**src/include/start_seq_pkg.sv**
```systemverilog
// Constants for the two-instance bus start/restart sequencer.
// Assumes a 100 MHz system clock; no module logic lives here.
package start_seq_pkg;
  // Register offsets on the plain register port
  localparam logic [3:0] RELOAD0_OFF = 4'h0;
  localparam logic [3:0] RELOAD1_OFF = 4'h1;
  localparam logic [3:0] CTRL0_OFF = 4'h2;
  localparam logic [3:0] CTRL1_OFF = 4'h3;
  localparam logic [3:0] STATUS0_OFF = 4'h4;
  localparam logic [3:0] STATUS1_OFF = 4'h5;
  localparam logic [3:0] TXBUF0_OFF = 4'h6;
  localparam logic [3:0] TXBUF1_OFF = 4'h7;
  // Control field positions
  localparam int START_BIT = 0;
  localparam int RESTART_BIT = 1;
  localparam int CTRL_LOCK_BITS = 5;
  // Status field positions
  localparam int START_SEEN_BIT = 3;
  localparam int IRQ_BIT = 4;
  localparam int BCOL_BIT = 5;
  localparam int WRITE_COLLISION_FLAG_BIT = 6;
  // Reset values
  localparam logic [7:0] RELOAD_RST = 8'h18;
  localparam logic [7:0] CTRL_RST = 8'h00;
  // Ticks: two counter decrements per instruction cycle of four sys clocks
  localparam int TICK_DIV = 2;
  localparam logic [7:0] READ_NONE = 8'h00;
  // Sequencer states
  typedef enum logic [2:0] {
    ST_IDLE, ST_S_WAIT, ST_S_HOLD, ST_R_LOW, ST_R_SDA, ST_R_SCLW,
    ST_R_HIGH, ST_R_FALL
  } seq_state_e;
endpackage : start_seq_pkg

```
**src/verilog/start_seq_core.sv**
```systemverilog
// Two bus master start/restart sequencers with rate counters and a
// register port. Assumes open-drain bus lines resolved outside.
`timescale 1ns/100ps
`default_nettype none

// One channel: rate counter plus start/restart sequencer
module start_seq_chan (
  input wire logic sys_clk_i,
  input wire logic arst_n_i,
  input wire logic tick_i,
  input wire logic [7:0] reload_i,
  input wire logic scl_i,
  input wire logic sda_i,
  input wire logic start_set_i,
  input wire logic restart_set_i,
  input wire logic txbuf_wr_i,
  input wire logic [7:0] txbuf_data_i,
  input wire logic clr_flags_i,
  input wire logic [7:0] clr_mask_i,
  output logic start_request,
  output logic restart_request,
  output logic [7:0] status,
  output logic [7:0] transmit_buffer,
  output logic scl_low,
  output logic sda_low
);
  start_seq_pkg::seq_state_e state;
  logic [6:0] rate_counter;
  logic start_seen, serial_irq_flag, bus_collision_flag;
  logic write_collision_flag;
  logic busy, expired, col_ev, done_ev, start_phase;
  logic scl_q;

  assign busy = (state != start_seq_pkg::ST_IDLE);
  assign expired = (rate_counter == 7'h00);
  // Own data drive held low with the clock high: the Start itself
  assign start_phase = (state == start_seq_pkg::ST_S_HOLD) ||
                       (state == start_seq_pkg::ST_R_FALL);

  // Rate counter: decrements on tick, stops at zero
  // Reloads per state step; each channel owns its reload
  always_ff @(posedge sys_clk_i or negedge arst_n_i) begin
    if (!arst_n_i) begin
      rate_counter <= 7'h00;
    end else if (state == start_seq_pkg::ST_IDLE && start_request &&
                 scl_i && sda_i) begin
      rate_counter <= reload_i[6:0];
    end else if (state == start_seq_pkg::ST_S_WAIT && expired && tick_i &&
                 scl_i && sda_i) begin
      rate_counter <= reload_i[6:0];
    end else if (state == start_seq_pkg::ST_R_LOW && !scl_i) begin
      rate_counter <= {1'b0, reload_i[5:0]};
    end else if (state == start_seq_pkg::ST_R_SCLW && scl_i) begin
      rate_counter <= reload_i[6:0];
    end else if (state == start_seq_pkg::ST_R_HIGH && expired && tick_i) begin
      rate_counter <= reload_i[6:0];
    end else if (tick_i && !expired && state != start_seq_pkg::ST_R_SCLW) begin
      rate_counter <= rate_counter - 7'h01; // paused while SCL released
    end
  end

  // Sequencer; collisions abort to idle
  always_ff @(posedge sys_clk_i or negedge arst_n_i) begin
    if (!arst_n_i) begin
      state <= start_seq_pkg::ST_IDLE;
      scl_low <= 1'b0;
      sda_low <= 1'b0;
    end else begin
      unique case (state)
        start_seq_pkg::ST_IDLE: begin
          if (start_request) begin
            if (scl_i && sda_i) begin
              state <= start_seq_pkg::ST_S_WAIT;
              sda_low <= 1'b0;
            end
          end else if (restart_request) begin
            state <= start_seq_pkg::ST_R_LOW;
            scl_low <= 1'b1;
          end
        end
        start_seq_pkg::ST_S_WAIT: begin
          if (!scl_i) begin
            state <= start_seq_pkg::ST_IDLE;
          end else if (expired && tick_i && sda_i) begin
            sda_low <= 1'b1;
            state <= start_seq_pkg::ST_S_HOLD;
          end
        end
        start_seq_pkg::ST_S_HOLD: begin
          if (expired && tick_i) begin
            state <= start_seq_pkg::ST_IDLE; // keeps SDA low
          end
        end
        start_seq_pkg::ST_R_LOW: begin
          if (!scl_i) begin
            sda_low <= 1'b0;
            state <= start_seq_pkg::ST_R_SDA;
          end
        end
        start_seq_pkg::ST_R_SDA: begin
          if (expired && tick_i && sda_i) begin
            scl_low <= 1'b0;
            state <= start_seq_pkg::ST_R_SCLW;
          end
        end
        start_seq_pkg::ST_R_SCLW: begin
          if (scl_i) begin
            if (!sda_i) begin
              state <= start_seq_pkg::ST_IDLE;
            end else begin
              state <= start_seq_pkg::ST_R_HIGH;
            end
          end
        end
        start_seq_pkg::ST_R_HIGH: begin
          if (!scl_i) begin
            state <= start_seq_pkg::ST_IDLE;
          end else if (expired && tick_i) begin
            sda_low <= 1'b1;
            state <= start_seq_pkg::ST_R_FALL;
          end
        end
        start_seq_pkg::ST_R_FALL: begin
          if (expired && tick_i) begin
            state <= start_seq_pkg::ST_IDLE; // no reload
          end
        end
      endcase
    end
  end

  // Collision causes: start with both low, SDA low at SCL rise, or SCL falls early
  assign col_ev =
    (state == start_seq_pkg::ST_IDLE && start_request && !scl_i && !sda_i) ||
    (state == start_seq_pkg::ST_S_WAIT && !scl_i) ||
    (state == start_seq_pkg::ST_R_SCLW && scl_i && !sda_i) ||
    (state == start_seq_pkg::ST_R_HIGH && !scl_i);
  assign done_ev = expired && tick_i && start_phase;

  // Request bits: lower five locked while busy, hardware clears at end
  always_ff @(posedge sys_clk_i or negedge arst_n_i) begin
    if (!arst_n_i) begin
      start_request <= 1'b0;
      restart_request <= 1'b0;
    end else begin
      if (state == start_seq_pkg::ST_S_HOLD && done_ev) begin
        start_request <= 1'b0;
      end else if (col_ev && start_request) begin
        start_request <= 1'b0;
      end else if (start_set_i && !busy && !restart_request) begin
        start_request <= 1'b1;
      end
      if (state == start_seq_pkg::ST_R_FALL && done_ev) begin
        restart_request <= 1'b0;
      end else if (col_ev && restart_request) begin
        restart_request <= 1'b0;
      end else if (restart_set_i && !busy && !start_request) begin
        restart_request <= 1'b1;
      end
    end
  end

  // Status flags: hardware set wins over software clear
  always_ff @(posedge sys_clk_i or negedge arst_n_i) begin
    if (!arst_n_i) begin
      start_seen <= 1'b0;
      serial_irq_flag <= 1'b0;
      bus_collision_flag <= 1'b0;
      write_collision_flag <= 1'b0;
    end else begin
      if (scl_q && scl_i && !sda_i && start_phase) begin
        start_seen <= 1'b1;
      end else if (clr_flags_i && clr_mask_i[start_seq_pkg::START_SEEN_BIT]) begin
        start_seen <= 1'b0;
      end
      if (done_ev) begin
        serial_irq_flag <= 1'b1;
      end else if (clr_flags_i && clr_mask_i[start_seq_pkg::IRQ_BIT]) begin
        serial_irq_flag <= 1'b0;
      end
      if (col_ev) begin
        bus_collision_flag <= 1'b1;
      end else if (clr_flags_i && clr_mask_i[start_seq_pkg::BCOL_BIT]) begin
        bus_collision_flag <= 1'b0;
      end
      if (txbuf_wr_i && busy) begin
        write_collision_flag <= 1'b1;
      end else if (clr_flags_i && clr_mask_i[start_seq_pkg::WRITE_COLLISION_FLAG_BIT]) begin
        write_collision_flag <= 1'b0; // only software clears
      end
    end
  end

  // Previous clock sample; resets to the idle level, so no false Start
  always_ff @(posedge sys_clk_i or negedge arst_n_i) begin
    if (!arst_n_i) begin
      scl_q <= 1'b1;
    end else begin
      scl_q <= scl_i;
    end
  end

  // Transmit buffer: writes during a sequence are dropped
  always_ff @(posedge sys_clk_i or negedge arst_n_i) begin
    if (!arst_n_i) begin
      transmit_buffer <= 8'h00;
    end else if (txbuf_wr_i && !busy) begin
      transmit_buffer <= txbuf_data_i;
    end
  end

  assign status = {1'b0, write_collision_flag, bus_collision_flag,
                   serial_irq_flag, start_seen | start_phase,
                   1'b0, restart_request, start_request};

  bus_col_a: assert property (@(posedge sys_clk_i) disable iff (!arst_n_i)
    col_ev |=> bus_collision_flag && state == start_seq_pkg::ST_IDLE)
    else $error("collision did not flag and abort");
  write_collision_flag_keep_a: assert property (@(posedge sys_clk_i) disable iff (!arst_n_i)
    (txbuf_wr_i && busy) |=> write_collision_flag &&
    $stable(transmit_buffer))
    else $error("buffer write during sequence not refused");
  start_drive_a: assert property (@(posedge sys_clk_i) disable iff (!arst_n_i)
    (state == start_seq_pkg::ST_S_WAIT && expired && tick_i && scl_i && sda_i)
    |=> sda_low && state == start_seq_pkg::ST_S_HOLD)
    else $error("start edge not driven");
  start_clear_a: assert property (@(posedge sys_clk_i) disable iff (!arst_n_i)
    (state == start_seq_pkg::ST_S_HOLD && done_ev) |=>
    !start_request && sda_low && serial_irq_flag)
    else $error("start completion wrong");
  pause_cnt_a: assert property (@(posedge sys_clk_i) disable iff (!arst_n_i)
    (state == start_seq_pkg::ST_R_SCLW && !scl_i) |=> $stable(rate_counter))
    else $error("counter ran with SCL held low");
  reload_a: assert property (@(posedge sys_clk_i) disable iff (!arst_n_i)
    (state == start_seq_pkg::ST_R_SCLW && scl_i) |=>
    rate_counter == $past(reload_i[6:0]))
    else $error("no full reload after SCL high");
  rs_low_a: assert property (@(posedge sys_clk_i) disable iff (!arst_n_i)
    (state == start_seq_pkg::ST_R_LOW && !scl_i) |=>
    rate_counter == {1'b0, $past(reload_i[5:0])} && !sda_low)
    else $error("restart low phase wrong");
  rs_clear_a: assert property (@(posedge sys_clk_i) disable iff (!arst_n_i)
    (state == start_seq_pkg::ST_R_FALL && done_ev) |=>
    !restart_request && sda_low && serial_irq_flag)
    else $error("restart completion wrong");
  lock_a: assert property (@(posedge sys_clk_i) disable iff (!arst_n_i)
    (busy && !restart_request && restart_set_i) |=> !restart_request)
    else $error("restart accepted while busy");
  cnt_down_a: assert property (@(posedge sys_clk_i) disable iff (!arst_n_i)
    (tick_i && !expired && state == start_seq_pkg::ST_S_HOLD) |=>
    rate_counter == $past(rate_counter) - 7'h01)
    else $error("counter did not decrement");
  start_c: cover property (@(posedge sys_clk_i) done_ev && start_request);
  restart_c: cover property (@(posedge sys_clk_i) done_ev && restart_request);
  coll_c: cover property (@(posedge sys_clk_i) col_ev);
endmodule : start_seq_chan

// Notes on behaviour
// Each of two channels owns a reload value and rate counter.
// Both channels count from the shared system clock ticks.
// One bus clock period equals two full countdowns of the counter.
// Integrator supplies a fast enough clock for the highest bus rate.
// Counter pauses while released clock line is not yet sampled high.
// On clock high, reload from seven low reload bits, count again.
// Start request with both lines high reloads counter and starts.
// On expiry with lines high, drive data low and flag start seen.
// Count once more, then clear start request, keep data low.
// Start collision flags, aborts and returns to idle.
// Buffer writes during Start are dropped and flag write collision.
// Low five control bits ignore writes during a running sequence.
// Restart request from idle first pulls the clock line low.
// Clock sampled low: load six reload bits, release data line.
// Expiry with data high releases clock, then full reload on high.
// Drive data low one period, clear restart request, no reload.
// Start seen sets on the lines; interrupt flag after final expiry.
// Restart request while another event runs has no effect.
// Restart collision: data low at clock rise, or clock falls early.
// Buffer writes during Restart are dropped, flag write collision.
// Software then writes address bytes after the interrupt flag.
// Counter loads seven bits, decrements twice per instruction cycle.
// Software alone clears the write collision flag.
// Bus lines pass synchronisers before any decision uses them.
module start_seq_core #(
  parameter int NUM_CHAN = 2
) (
  input wire logic sys_clk_i,
  input wire logic arst_n_i,
  input wire logic [3:0] addr_i,
  input wire logic [7:0] wdata_i,
  input wire logic wr_i,
  input wire logic rd_i,
  output logic [7:0] rdata_o,
  input wire logic [NUM_CHAN-1:0] scl_i,
  input wire logic [NUM_CHAN-1:0] sda_i,
  output logic [NUM_CHAN-1:0] scl_o,
  output logic [NUM_CHAN-1:0] scl_oe_o,
  output logic [NUM_CHAN-1:0] sda_o,
  output logic [NUM_CHAN-1:0] sda_oe_o
);
  logic [1:0] tick_cnt;
  logic tick;
  logic [2:0] scl_sync [NUM_CHAN];
  logic [2:0] sda_sync [NUM_CHAN];
  logic [NUM_CHAN-1:0] scl_f, sda_f;
  logic [7:0] rate_reload_reg [NUM_CHAN];
  logic [7:0] stat_w [NUM_CHAN];
  logic [7:0] buf_w [NUM_CHAN];
  logic [NUM_CHAN-1:0] scl_low_w, sda_low_w;

  // Tick twice per four-clock instruction cycle
  always_ff @(posedge sys_clk_i or negedge arst_n_i) begin
    if (!arst_n_i) begin
      tick_cnt <= 2'h0;
    end else begin
      tick_cnt <= tick_cnt + 2'h1;
    end
  end
  assign tick = tick_cnt[0];

  // Per-channel synchroniser, reload register and sequencer
  for (genvar c = 0; c < NUM_CHAN; c++) begin : g_chan
    // Three stages; a level counts when stages two and three agree
    always_ff @(posedge sys_clk_i or negedge arst_n_i) begin
      if (!arst_n_i) begin
        scl_sync[c] <= 3'h7;
        sda_sync[c] <= 3'h7;
        scl_f[c] <= 1'b1;
        sda_f[c] <= 1'b1;
      end else begin
        scl_sync[c] <= {scl_sync[c][1:0], scl_i[c]};
        sda_sync[c] <= {sda_sync[c][1:0], sda_i[c]};
        if (scl_sync[c][1] == scl_sync[c][2]) scl_f[c] <= scl_sync[c][2];
        if (sda_sync[c][1] == sda_sync[c][2]) sda_f[c] <= sda_sync[c][2];
      end
    end

    // Reload register steers the channel's rate
    always_ff @(posedge sys_clk_i or negedge arst_n_i) begin
      if (!arst_n_i) begin
        rate_reload_reg[c] <= start_seq_pkg::RELOAD_RST;
      end else if (wr_i && addr_i == start_seq_pkg::RELOAD0_OFF + 4'(c)) begin
        rate_reload_reg[c] <= wdata_i;
      end
    end

    start_seq_chan u_chan (
      .sys_clk_i(sys_clk_i),
      .arst_n_i(arst_n_i),
      .tick_i(tick),
      .reload_i(rate_reload_reg[c]),
      .scl_i(scl_f[c]),
      .sda_i(sda_f[c]),
      .start_set_i(wr_i && addr_i == start_seq_pkg::CTRL0_OFF + 4'(c) &&
                   wdata_i[start_seq_pkg::START_BIT]),
      .restart_set_i(wr_i && addr_i == start_seq_pkg::CTRL0_OFF + 4'(c) &&
                     wdata_i[start_seq_pkg::RESTART_BIT]),
      .txbuf_wr_i(wr_i && addr_i == start_seq_pkg::TXBUF0_OFF + 4'(c)),
      .txbuf_data_i(wdata_i),
      .clr_flags_i(wr_i && addr_i == start_seq_pkg::STATUS0_OFF + 4'(c)),
      .clr_mask_i(wdata_i),
      .start_request(),
      .restart_request(),
      .status(stat_w[c]),
      .transmit_buffer(buf_w[c]),
      .scl_low(scl_low_w[c]),
      .sda_low(sda_low_w[c])
    );

    // Open-drain outputs: drive low only, registered
    always_ff @(posedge sys_clk_i or negedge arst_n_i) begin
      if (!arst_n_i) begin
        scl_oe_o[c] <= 1'b0;
        sda_oe_o[c] <= 1'b0;
        scl_o[c] <= 1'b0;
        sda_o[c] <= 1'b0;
      end else begin
        scl_oe_o[c] <= scl_low_w[c];
        sda_oe_o[c] <= sda_low_w[c];
        scl_o[c] <= 1'b0;
        sda_o[c] <= 1'b0;
      end
    end
  end

  // Read data one cycle after the strobe; unmapped reads zero
  always_ff @(posedge sys_clk_i or negedge arst_n_i) begin
    if (!arst_n_i) begin
      rdata_o <= start_seq_pkg::READ_NONE;
    end else if (rd_i) begin
      unique case (addr_i)
        start_seq_pkg::RELOAD0_OFF: rdata_o <= rate_reload_reg[0];
        start_seq_pkg::RELOAD1_OFF: rdata_o <= rate_reload_reg[1];
        start_seq_pkg::CTRL0_OFF: rdata_o <= {6'h00, stat_w[0][1:0]};
        start_seq_pkg::CTRL1_OFF: rdata_o <= {6'h00, stat_w[1][1:0]};
        start_seq_pkg::STATUS0_OFF: rdata_o <= {stat_w[0][7:3], 3'h0};
        start_seq_pkg::STATUS1_OFF: rdata_o <= {stat_w[1][7:3], 3'h0};
        start_seq_pkg::TXBUF0_OFF: rdata_o <= buf_w[0];
        start_seq_pkg::TXBUF1_OFF: rdata_o <= buf_w[1];
        default: rdata_o <= start_seq_pkg::READ_NONE;
      endcase
    end else begin
      rdata_o <= start_seq_pkg::READ_NONE;
    end
  end
endmodule : start_seq_core
`default_nettype wire

```
**config.mk**
```make
export PLATFORM = sky130hd
export DESIGN_NAME = start_seq_core
export DESIGN_NICKNAME = d
export VERILOG_FILES = /design/src/include/start_seq_pkg.sv /design/src/verilog/start_seq_core.sv
export SDC_FILE = /design/constraint.sdc
export NUM_CORES = 1
export LEC_CHECK = 0
export BUFFER_PORTS_ARGS = -buffer_cell sky130_fd_sc_hd__buf_4
export CORE_MARGIN = 5
export CORE_UTILIZATION = 59
export DETAILED_ROUTE_END_ITERATION = 8
export PLACE_DENSITY_LB_ADDON = 0.3
export SYNTH_ARGS = -nofsm -noshare
export SYNTH_HDL_FRONTEND = slang
export SYNTH_HIERARCHICAL = 1
export SYNTH_SLANG_ARGS = --single-unit
```
**constraint.sdc**
```tcl
create_clock -name sys_clk_i -period 3.1 [get_ports sys_clk_i]
set_input_delay 0.465 -clock sys_clk_i [delete_from_list [all_inputs] [get_ports sys_clk_i]]
set_output_delay 0.465 -clock sys_clk_i [all_outputs]
set_load 0.02 [all_outputs]
```
* Word-level counts from Yosys, hierarchy flattened *
Index checks and enable logic that the tools add are counted.

word-level totals
  flip-flop bits (word level) = 100
  input port bits = 20
  output and inout port bits = 16
  word-level logic and storage cells = 339

cells by class
  add/subtract/negate cells = 3
  equality and inequality tests = 59
  mux-type cells = 92
  bitwise operators = 2
  reductions and logical operators = 143

operators with widths
  kind                                                                     number
  1-bit logical AND                                                        90
  7-bit 2-to-1 mux                                                         12
  3-bit 2-to-1 mux                                                         24
  8-bit case mux with 8 select lines                                       1
  1-bit 2-to-1 mux                                                         48
  3-bit case mux with 7 select lines                                       2
  8-bit AND reduction                                                      4
  2-bit inequality test, second input constant                             14
  3-bit equality test, second input constant                               8
  3-bit inequality test, second input constant                             8
  2-bit by 1-bit inequality test with 1-bit output, second input constant  10
  2-bit nonzero test                                                       10
  3-bit nonzero test                                                       6
  4-bit by 3-bit equality test with 1-bit output, second input constant    4
  7-bit zero test                                                          2
  7-bit by 1-bit subtractor with 7-bit output, second input constant       2
  3-bit by 2-bit equality test with 1-bit output, second input constant    4
  1-bit zero test                                                          12
  6-bit nonzero test                                                       2
  4-bit by 2-bit equality test with 1-bit output, second input constant    2
  1-bit logical OR                                                         8
  8-bit 2-to-1 mux                                                         1
  1-bit case mux with 4 select lines                                       2
  4-bit AND reduction                                                      2
  other kinds (11)                                                         21

* Longest topological paths before layout *
Gate-level depths: netlist of run 1.

  depth in word-level cells = 10
  mapped depth = 9
  mapped depth without buffers = 7

* By module *
The synthesis of run 1 kept the hierarchy.

modules (own cells, without submodules)
  module                             times used  cells an instance  area each (sq um)  seq. area each (sq um)
  start_seq_core                     1           158                2004.4             1151.1
  start_seq_chan (g_chan[0].u_chan)  1           181                1634.1             676.9
  start_seq_chan (g_chan[1].u_chan)  1           170                1615.3             676.9

* Least setup slack after synthesis of run 1 *
No wires, ideal clock.

  kind = register to register
  start point = register g_chan[1].u_chan.rate_counter[4]
  end point = register g_chan[1].u_chan.rate_counter[0]
  setup time = 0.127 ns
  arrival = 1.998 ns
  required time = 2.973 ns
  slack = 0.974 ns
  cell stages (with the launch flop) = 8
  path buffers = 2
  clock period less this slack = 2.126 ns
  cell sequence = dfrtp_1 or3_1 or4_1 buf_2 o32ai_2 nand2b_1 buf_4 mux2_1

on the way
  word-level cells in the longest chain between the ends = 8
  elaborated cells on any way between the ends = 16
  those cells by class = mux (5); reduce/logical (11)

RTL lines
  what                             RTL line              RTL
  start, declared                  start_seq_core.sv:28  logic [6:0] rate_counter;
  start signal, assigned           start_seq_core.sv:47  rate_counter <= reload_i[6:0];
  start signal, assigned           start_seq_core.sv:50  rate_counter <= reload_i[6:0];
  start signal, assigned           start_seq_core.sv:52  rate_counter <= {1'b0, reload_i[5:0]};
  7-bit zero test *                start_seq_core.sv:35  assign expired = (rate_counter == 7'h00);
  1-bit logical AND (2 in series)  start_seq_core.sv:55  end else if (state == start_seq_pkg::ST_R_HIGH && expired && tick_i) begin
  7-bit 2-to-1 mux                 start_seq_core.sv:55
  7-bit 2-to-1 mux                 start_seq_core.sv:53  end else if (state == start_seq_pkg::ST_R_SCLW && scl_i) begin
  7-bit 2-to-1 mux                 start_seq_core.sv:51  end else if (state == start_seq_pkg::ST_R_LOW && !scl_i) begin
  7-bit 2-to-1 mux                 start_seq_core.sv:48  end else if (state == start_seq_pkg::ST_S_WAIT && expired && tick_i &&
  7-bit 2-to-1 mux                 start_seq_core.sv:45  end else if (state == start_seq_pkg::ST_IDLE && start_request &&

Every way passes the cells marked *; elsewhere a longest branch is shown, timed or not.
A chain may end at the register's enable or synchronous reset.

* Worst setup path in the final report of run 1 *
  start point = register g_chan[1].u_chan.rate_counter[0]
  end point = register g_chan[1].u_chan.rate_counter[0]

on the way
  word-level cells in the longest chain between the ends = 8
  elaborated cells on any way between the ends = 18
  those cells by class = add/sub (1); mux (6); reduce/logical (11)

RTL lines
  what
  branches (longest 8 deep; another with 7-bit by 1-bit subtractor with 7-bit output)

Several ways; the timed one is not identified. The select of a mux whose other input is x is not followed.

==> results.md, run 1 <==
- End of the critical path: g_chan[1].u_chan/rate_counter[0]
- WP data arrival: about 2.7 ns
- Pwr/cell area: roughly 840 nW/um^2
- Die X: about 100 um
- First-pass GRT wire length: 18.2 mm
- Crit path max fanout: 7
- Type of the worst setup path: flip-flop to flip-flop
- R2R Path End: g_chan[1].u_chan/rate_counter[0]
- Vias per cell: between 6 and 7
- P&R area growth vs syn: 6.69%
- Setup Buffers After CTS: 0
- YS warnings: 6
- Tot GR Track Use: between 20% and 30%
- # diodes: 0
- CTS tree: yes
- Slew @ Worst Pin: just over 0.7 ns
- Req. time, crit path: 3.34 ns
- Root buffer cell: clkbuf_8
- Worst-path clk slew: 0.10 ns
- Pleak: about 2.4 nW
- Max VDD drop: between 0.0004 and 0.0005 V
- DRT Wirelength: about 11 mm
- Slew Viols, Final: 0
- # setup viols final: 0
- Gr ovfl total: 0
- Final instance area: 5590 um^2
- DP Wirelength: approximately 7.6 mm
- CP Launch Type: flip-flop
- IO Count: 36
- Clk Latency, worst-skew pair: 0.36 ns
- Nets: 529
- Vias in the first global route: about 3600
- DR pass1 iterations: 4
- Mapped Area: between 5000 and 6000 um^2
- Most common cell after layout, fill and taps aside: dfrtp_1
- Slew margin rel.: 51.9%
- Post-route minimum period: between 2 and 2.5 ns
- Core Box Area: between 8000 and 9000 um^2
- Die area: about 11000 um^2
- Htree depth: 3
- Reg2Reg Setup Slack: between 0.6 and 0.7 ns
- Initial DRC Count: about 220
- Outcome: finished clean
- Row cnt: 34
- Placer congestion estimate: 0.862
- Clock Tree Buf Depth: 2
- RSZ-0062 raised after global routing: no
- Most frequent cells in the layout: 77 x dfrtp_1, 51 x nand2_1, 40 x mux2_2, 32 x buf_4, 28 x nor2_1
- Setup TNS: 0 ns
- Max-cap violations: 0
- Clock skew: approximately 0.0085 ns
- Initial antenna violation count: 0
- Worst R2R Start: g_chan[1].u_chan/rate_counter[0]
- Num CTS Buffers: 9
- Synth Instances: 507
- Buffers on Ports: 31
- Hold-fix buffers at CTS: 0
- Mean Syn Cell Area: 10.3 um^2
- Drt drc: 0
- Crit. End Element: flip-flop
- DR WL/cell: 17.6 um
- Antenna viol nets, final: 0
- Fmax: around 410 MHz
- Sink Count: 99
- Largest net degree at the start of global routing: 64
- Worst-case reg-to-reg path depth: 7
- Final hold violation count: 0
- Share of layout cells above drive strength 1: 24.2%
- Critical Path Start: g_chan[1].u_chan/rate_counter[0]
- Number of gates resized after CTS: 0
- Die height: 104 um
- FILL cells: 693
- DP Area: roughly 5400 um^2
- Tcrit/Tclk final: ~80%
- Starting Density: about three fifths
- Vias post-DR: between 3000 and 4000
- Hold Path Class: input port to asynchronous set/reset pin
worst max-delay path, stage by stage, from the launching register on:
cell      delay [ns]
dfrtp_1         0.39
inv_1           0.10
ha_1            0.18
nand2b_1        0.12
or4_1           0.65
o32ai_2         0.18
nand2b_1        0.33
mux2_1          0.37
stage by stage:
step / worst slack [ns] / std cells / utilization [%] / power (W) / hold WS, ns
3_5_place_dp: 0.689 / 604 / 61.9 / 0.00380 / 0.348
2_1_floorplan: 0.974 / 510 / - / 0.00346 / 0.169
4_1_cts: 0.670 / 620 / 64.4 / 0.00470 / 0.0546
3_3_place_gp: 0.810 / 604 / 61.9 / 0.00369 / 0.346
5_1_grt: 0.573 / 620 / 64.4 / 0.00501 / 0.0749
6_report: 0.668 / 620 / 64.4 / 0.00468 / 0.0497
worst min-delay path by stage:
stage	slack (ns)	startpoint	end
finish	0.05	arst_n_i	sda_oe_o[0]
global route	0.07	arst_n_i	g_chan[0].u_chan/sda_low
CTS	0.05	arst_n_i	sda_oe_o[0]
global placement	0.35	sda_sync[3]	sda_sync[4]
detailed placement	0.35	sda_sync[0]	sda_sync[1]
floorplan	0.17	arst_n_i	g_chan[0].u_chan/bus_collision_flag
power breakdown:
group | switching, W | total (W) | internal (W)
Combinational | 0.000787 | 0.00159 | 0.000802
Clock | 0.000447 | 0.000892 | 0.000445
Sequential | 0.000489 | 0.00220 | 0.00171
Total | 0.00172 | 0.00468 | 0.00296
layout make-up:
| cell class | count | area (um^2) | area share, % |
|---|---|---|---|
| Clock buffer | 12 | 165 | 2.95 |
| Timing Repair Buffer | 33 | 260 | 4.66 |
| Sequential cell | 99 | 2500 | 44.8 |
| Multi-Input combinational cell | 348 | 2410 | 43.1 |
| Tap cell | 108 | 135 | 2.42 |
| Clock inverter | 4 | 56.3 | 1.01 |
| Inverter | 16 | 60.1 | 1.07 |
routing by layer:
metal	part of all wire, %	GRT usage [%]	up-vias
met5	0	0	-
met4	1.2	5.74	0
met3	5.3	3.17	15
met2	48	32.6	101
met1	46	28.8	1890
li1	-	-	1774
Power figures use the tool's default switching activity.
==> run 2: changes to the inputs <==
CORE_UTILIZATION = 55   (was 59)
clock period = 2.1 ns   (was 3.1 ns; I/O delays follow)
==> run 2 against run 1 <==
Against the previous run: combinational power is 87% higher; via count is 4.2% higher; clock power is 48% higher; worst hold slack worse by 0.0054 ns; count of clock-buffer cells in the layout is 2 lower; flip-flop and latch count stayed put; clock skew is 0.0064 ns higher; critical endpoint is now g_chan[1].u_chan/rate_counter[5]; first-iteration DRC count is 17% higher; utilization hardly changed; critical path type unchanged.
==> results.md, run 2 (synthesis results as in run 1) <==
- Clock skew: 0.0150 ns (+0.00642 ns)
- Starting Density: 56.4% (-3.9 points)
- Slew margin rel.: 62.9% (+11 points)
- DR pass1 iterations: 5 (+1)
- Pwr Total: 0.00741 W (+58%)
- DRT Wirelength: 11.5 mm (+5.8%)
- Max VDD drop: 0.000767 V (+66%)
- Max-cap violations: 0 (unchanged)
- Req. time, crit path: 2.36 ns (-0.98 ns)
- Type of the worst setup path: flip-flop to flip-flop
- Worst Path Buf+Inv: 0 (-1)
- Setup TNS: 0 ns (unchanged)
- Root buffer cell: clkbuf_8
- Final hold violation count: 0 (unchanged)
- First-pass GRT wire length: 18.9 mm (+3.8%)
- Initial antenna violation count: 0 (unchanged)
- Share of layout cells above drive strength 1: 30.8% (+6.6 points)
- Buffers on Ports: 31 (unchanged)
- IO Count: 36 (unchanged)
- Post-route minimum period: 2.04 ns (-0.392 ns)
- Die area: 11600 um^2 (+6.6%)
- Sink Count: 99 (unchanged)
- Htree depth: 3 (unchanged)
- Die X: 108 um (+3.2%)
- Slew @ Worst Pin: 0.556 ns (-0.165 ns)
- Outcome: finished clean
- Worst-path cell chain: or3_4 -> or4_4 -> o32ai_4 -> nand2b_4 -> mux2_1
- Crit. End Element: flip-flop
- Vias in the first global route: 3816 (+5.1%)
- Vias per cell: 5.84 (-4.3%)
- Die height: 108 um (+3.2%)
- WP data arrival: 2.30 ns (-0.38 ns)
- Tcrit/Tclk final: 97.1% (+19 points)
- DR WL/cell: 17.1 um (-2.9%)
- Pwr/cell area: 1240 nW/um^2 (+48%)
- Hold Path Class: input port to flip-flop
- Row cnt: 35 (+2.9%)
- Placer congestion estimate: 0.853 (-1.0%)
- Most common cell after layout, fill and taps aside: dfrtp_1
- Most frequent cells in the layout: 77 x dfrtp_1, 64 x buf_4, 51 x nand2_1, 39 x mux2_2, 28 x nor2_1
- Num CTS Buffers: 9 (unchanged)
- # diodes: 0 (unchanged)
- RSZ-0062 raised after global routing: yes
- Nets: 563 (+6.4%)
- Pleak: 2.63 nW (+7.3%)
- DP Wirelength: 8.30 mm (+9.3%)
- Clock Tree Buf Depth: 2 (unchanged)
- Max stage delay on crit path: 0.45 ns (-0.20 ns)
- # setup viols final: 0 (unchanged)
- Largest net degree at the start of global routing: 44 (-31%)
- CP Launch Type: flip-flop
- Core Box Area: 9280 um^2 (+7.0%)
- Crit path max fanout: 6 (-1)
- Drt drc: 0 (unchanged)
- Fmax: 490 MHz (+19%)
- Initial DRC Count: 255 (+17%)
- Tot GR Track Use: 20.5% (+0.20 points)
- Largest delay share family, worst path: simple AND/OR/NAND/NOR gates
- Slew Viols, Final: 0 (unchanged)
- P&R area growth vs syn: 14.1%
- Antenna viol nets, final: 0 (unchanged)
- Clk Latency, worst-skew pair: 0.38 ns (+0.02 ns)
- Slowest stage cell, crit path: or4_4
- Vias post-DR: 3940 (+4.2%)
- CTS tree: yes
- Gr ovfl total: 0 (unchanged)
- Worst-path clk slew: 0.11 ns (about the same)
## run 2: cell types whose count changed in the layout (fill, tap and decap cells not counted), moves of 2 or more
cell      change
buf_4        +32
clkinv_4      -2
ha_1          -2
clkbuf_8      -2
inv_8         +2
## run 2: area by class of cell
class                      count  area [um^2]
fill                         731         3310
multi-input combinational    349         2530
sequential                    99         2500
timing repair buffer          66          510
tap                          129          161
clock buffer                  10          138
clock inverter                 6         77.6
inverter                      16         60.1
## run 2: final timing paths
kind,start,end,slack (ns),cells past startpoint
max in group asynchronous,arst_n_i,rate_reload_reg[3],0.96,3
setup / recovery,g_chan[1].u_chan/rate_counter[4],g_chan[1].u_chan/rate_counter[5],0.06,5
hold / removal,sda_i[1],sda_sync[0],0.04,1
setup reg to reg,g_chan[1].u_chan/rate_counter[4],g_chan[1].u_chan/rate_counter[5],0.06,5
min in group asynchronous,arst_n_i,g_chan[0].u_chan/state[1],0.47,2
hold reg to reg,sda_sync[0],sda_sync[1],0.36,0
## run 2: worst reg2reg max path: stages, from the launching register on
cell      delay, ns
dfrtp_1        0.39
or3_4          0.41
or4_4          0.45
o32ai_4        0.12
nand2b_4       0.22
mux2_1         0.33
## run 2: where the power goes
part / switching [W] / internal, W / total (W)
Clock: 0.000710 / 0.000609 / 0.00132
Sequential: 0.000585 / 0.00253 / 0.00311
Combinational: 0.00147 / 0.00151 / 0.00298
Total: 0.00276 / 0.00465 / 0.00741
## run 2: metal layers
metal	routed length, um	up-vias	track usage [%]
li1	-	1845	-
met1	5180	1966	29.2
met2	5540	104	31.6
met3	591	25	3.96
met4	225	0	6.94
met5	0	-	0
## run 2: repair_timing
item | CTS | global route
cloned | 0 | 1
hold buffers | 1 | 0
gates resized for setup | 2 | 13
setup endpoints to repair | 8 | 16
buffers inserted | 0 | 3
hold endpoints to repair | 24 | 0
pin swaps | 1 | 4
## run 2: stage by stage
step	cell area, um^2	std cells	utilization [%]	hold slack (ns)	setup slack (ns)
5_1_grt	5980	675	64.4	0.0187	-0.0308
3_3_place_gp	5630	654	60.7	0.347	0.0260
2_1_floorplan	5280	510	-	0.0194	-0.00965
3_5_place_dp	5630	654	60.7	0.346	-0.0105
4_1_cts	5870	671	63.2	0.0345	0.0107
6_report	5980	675	64.4	0.0443	0.0601
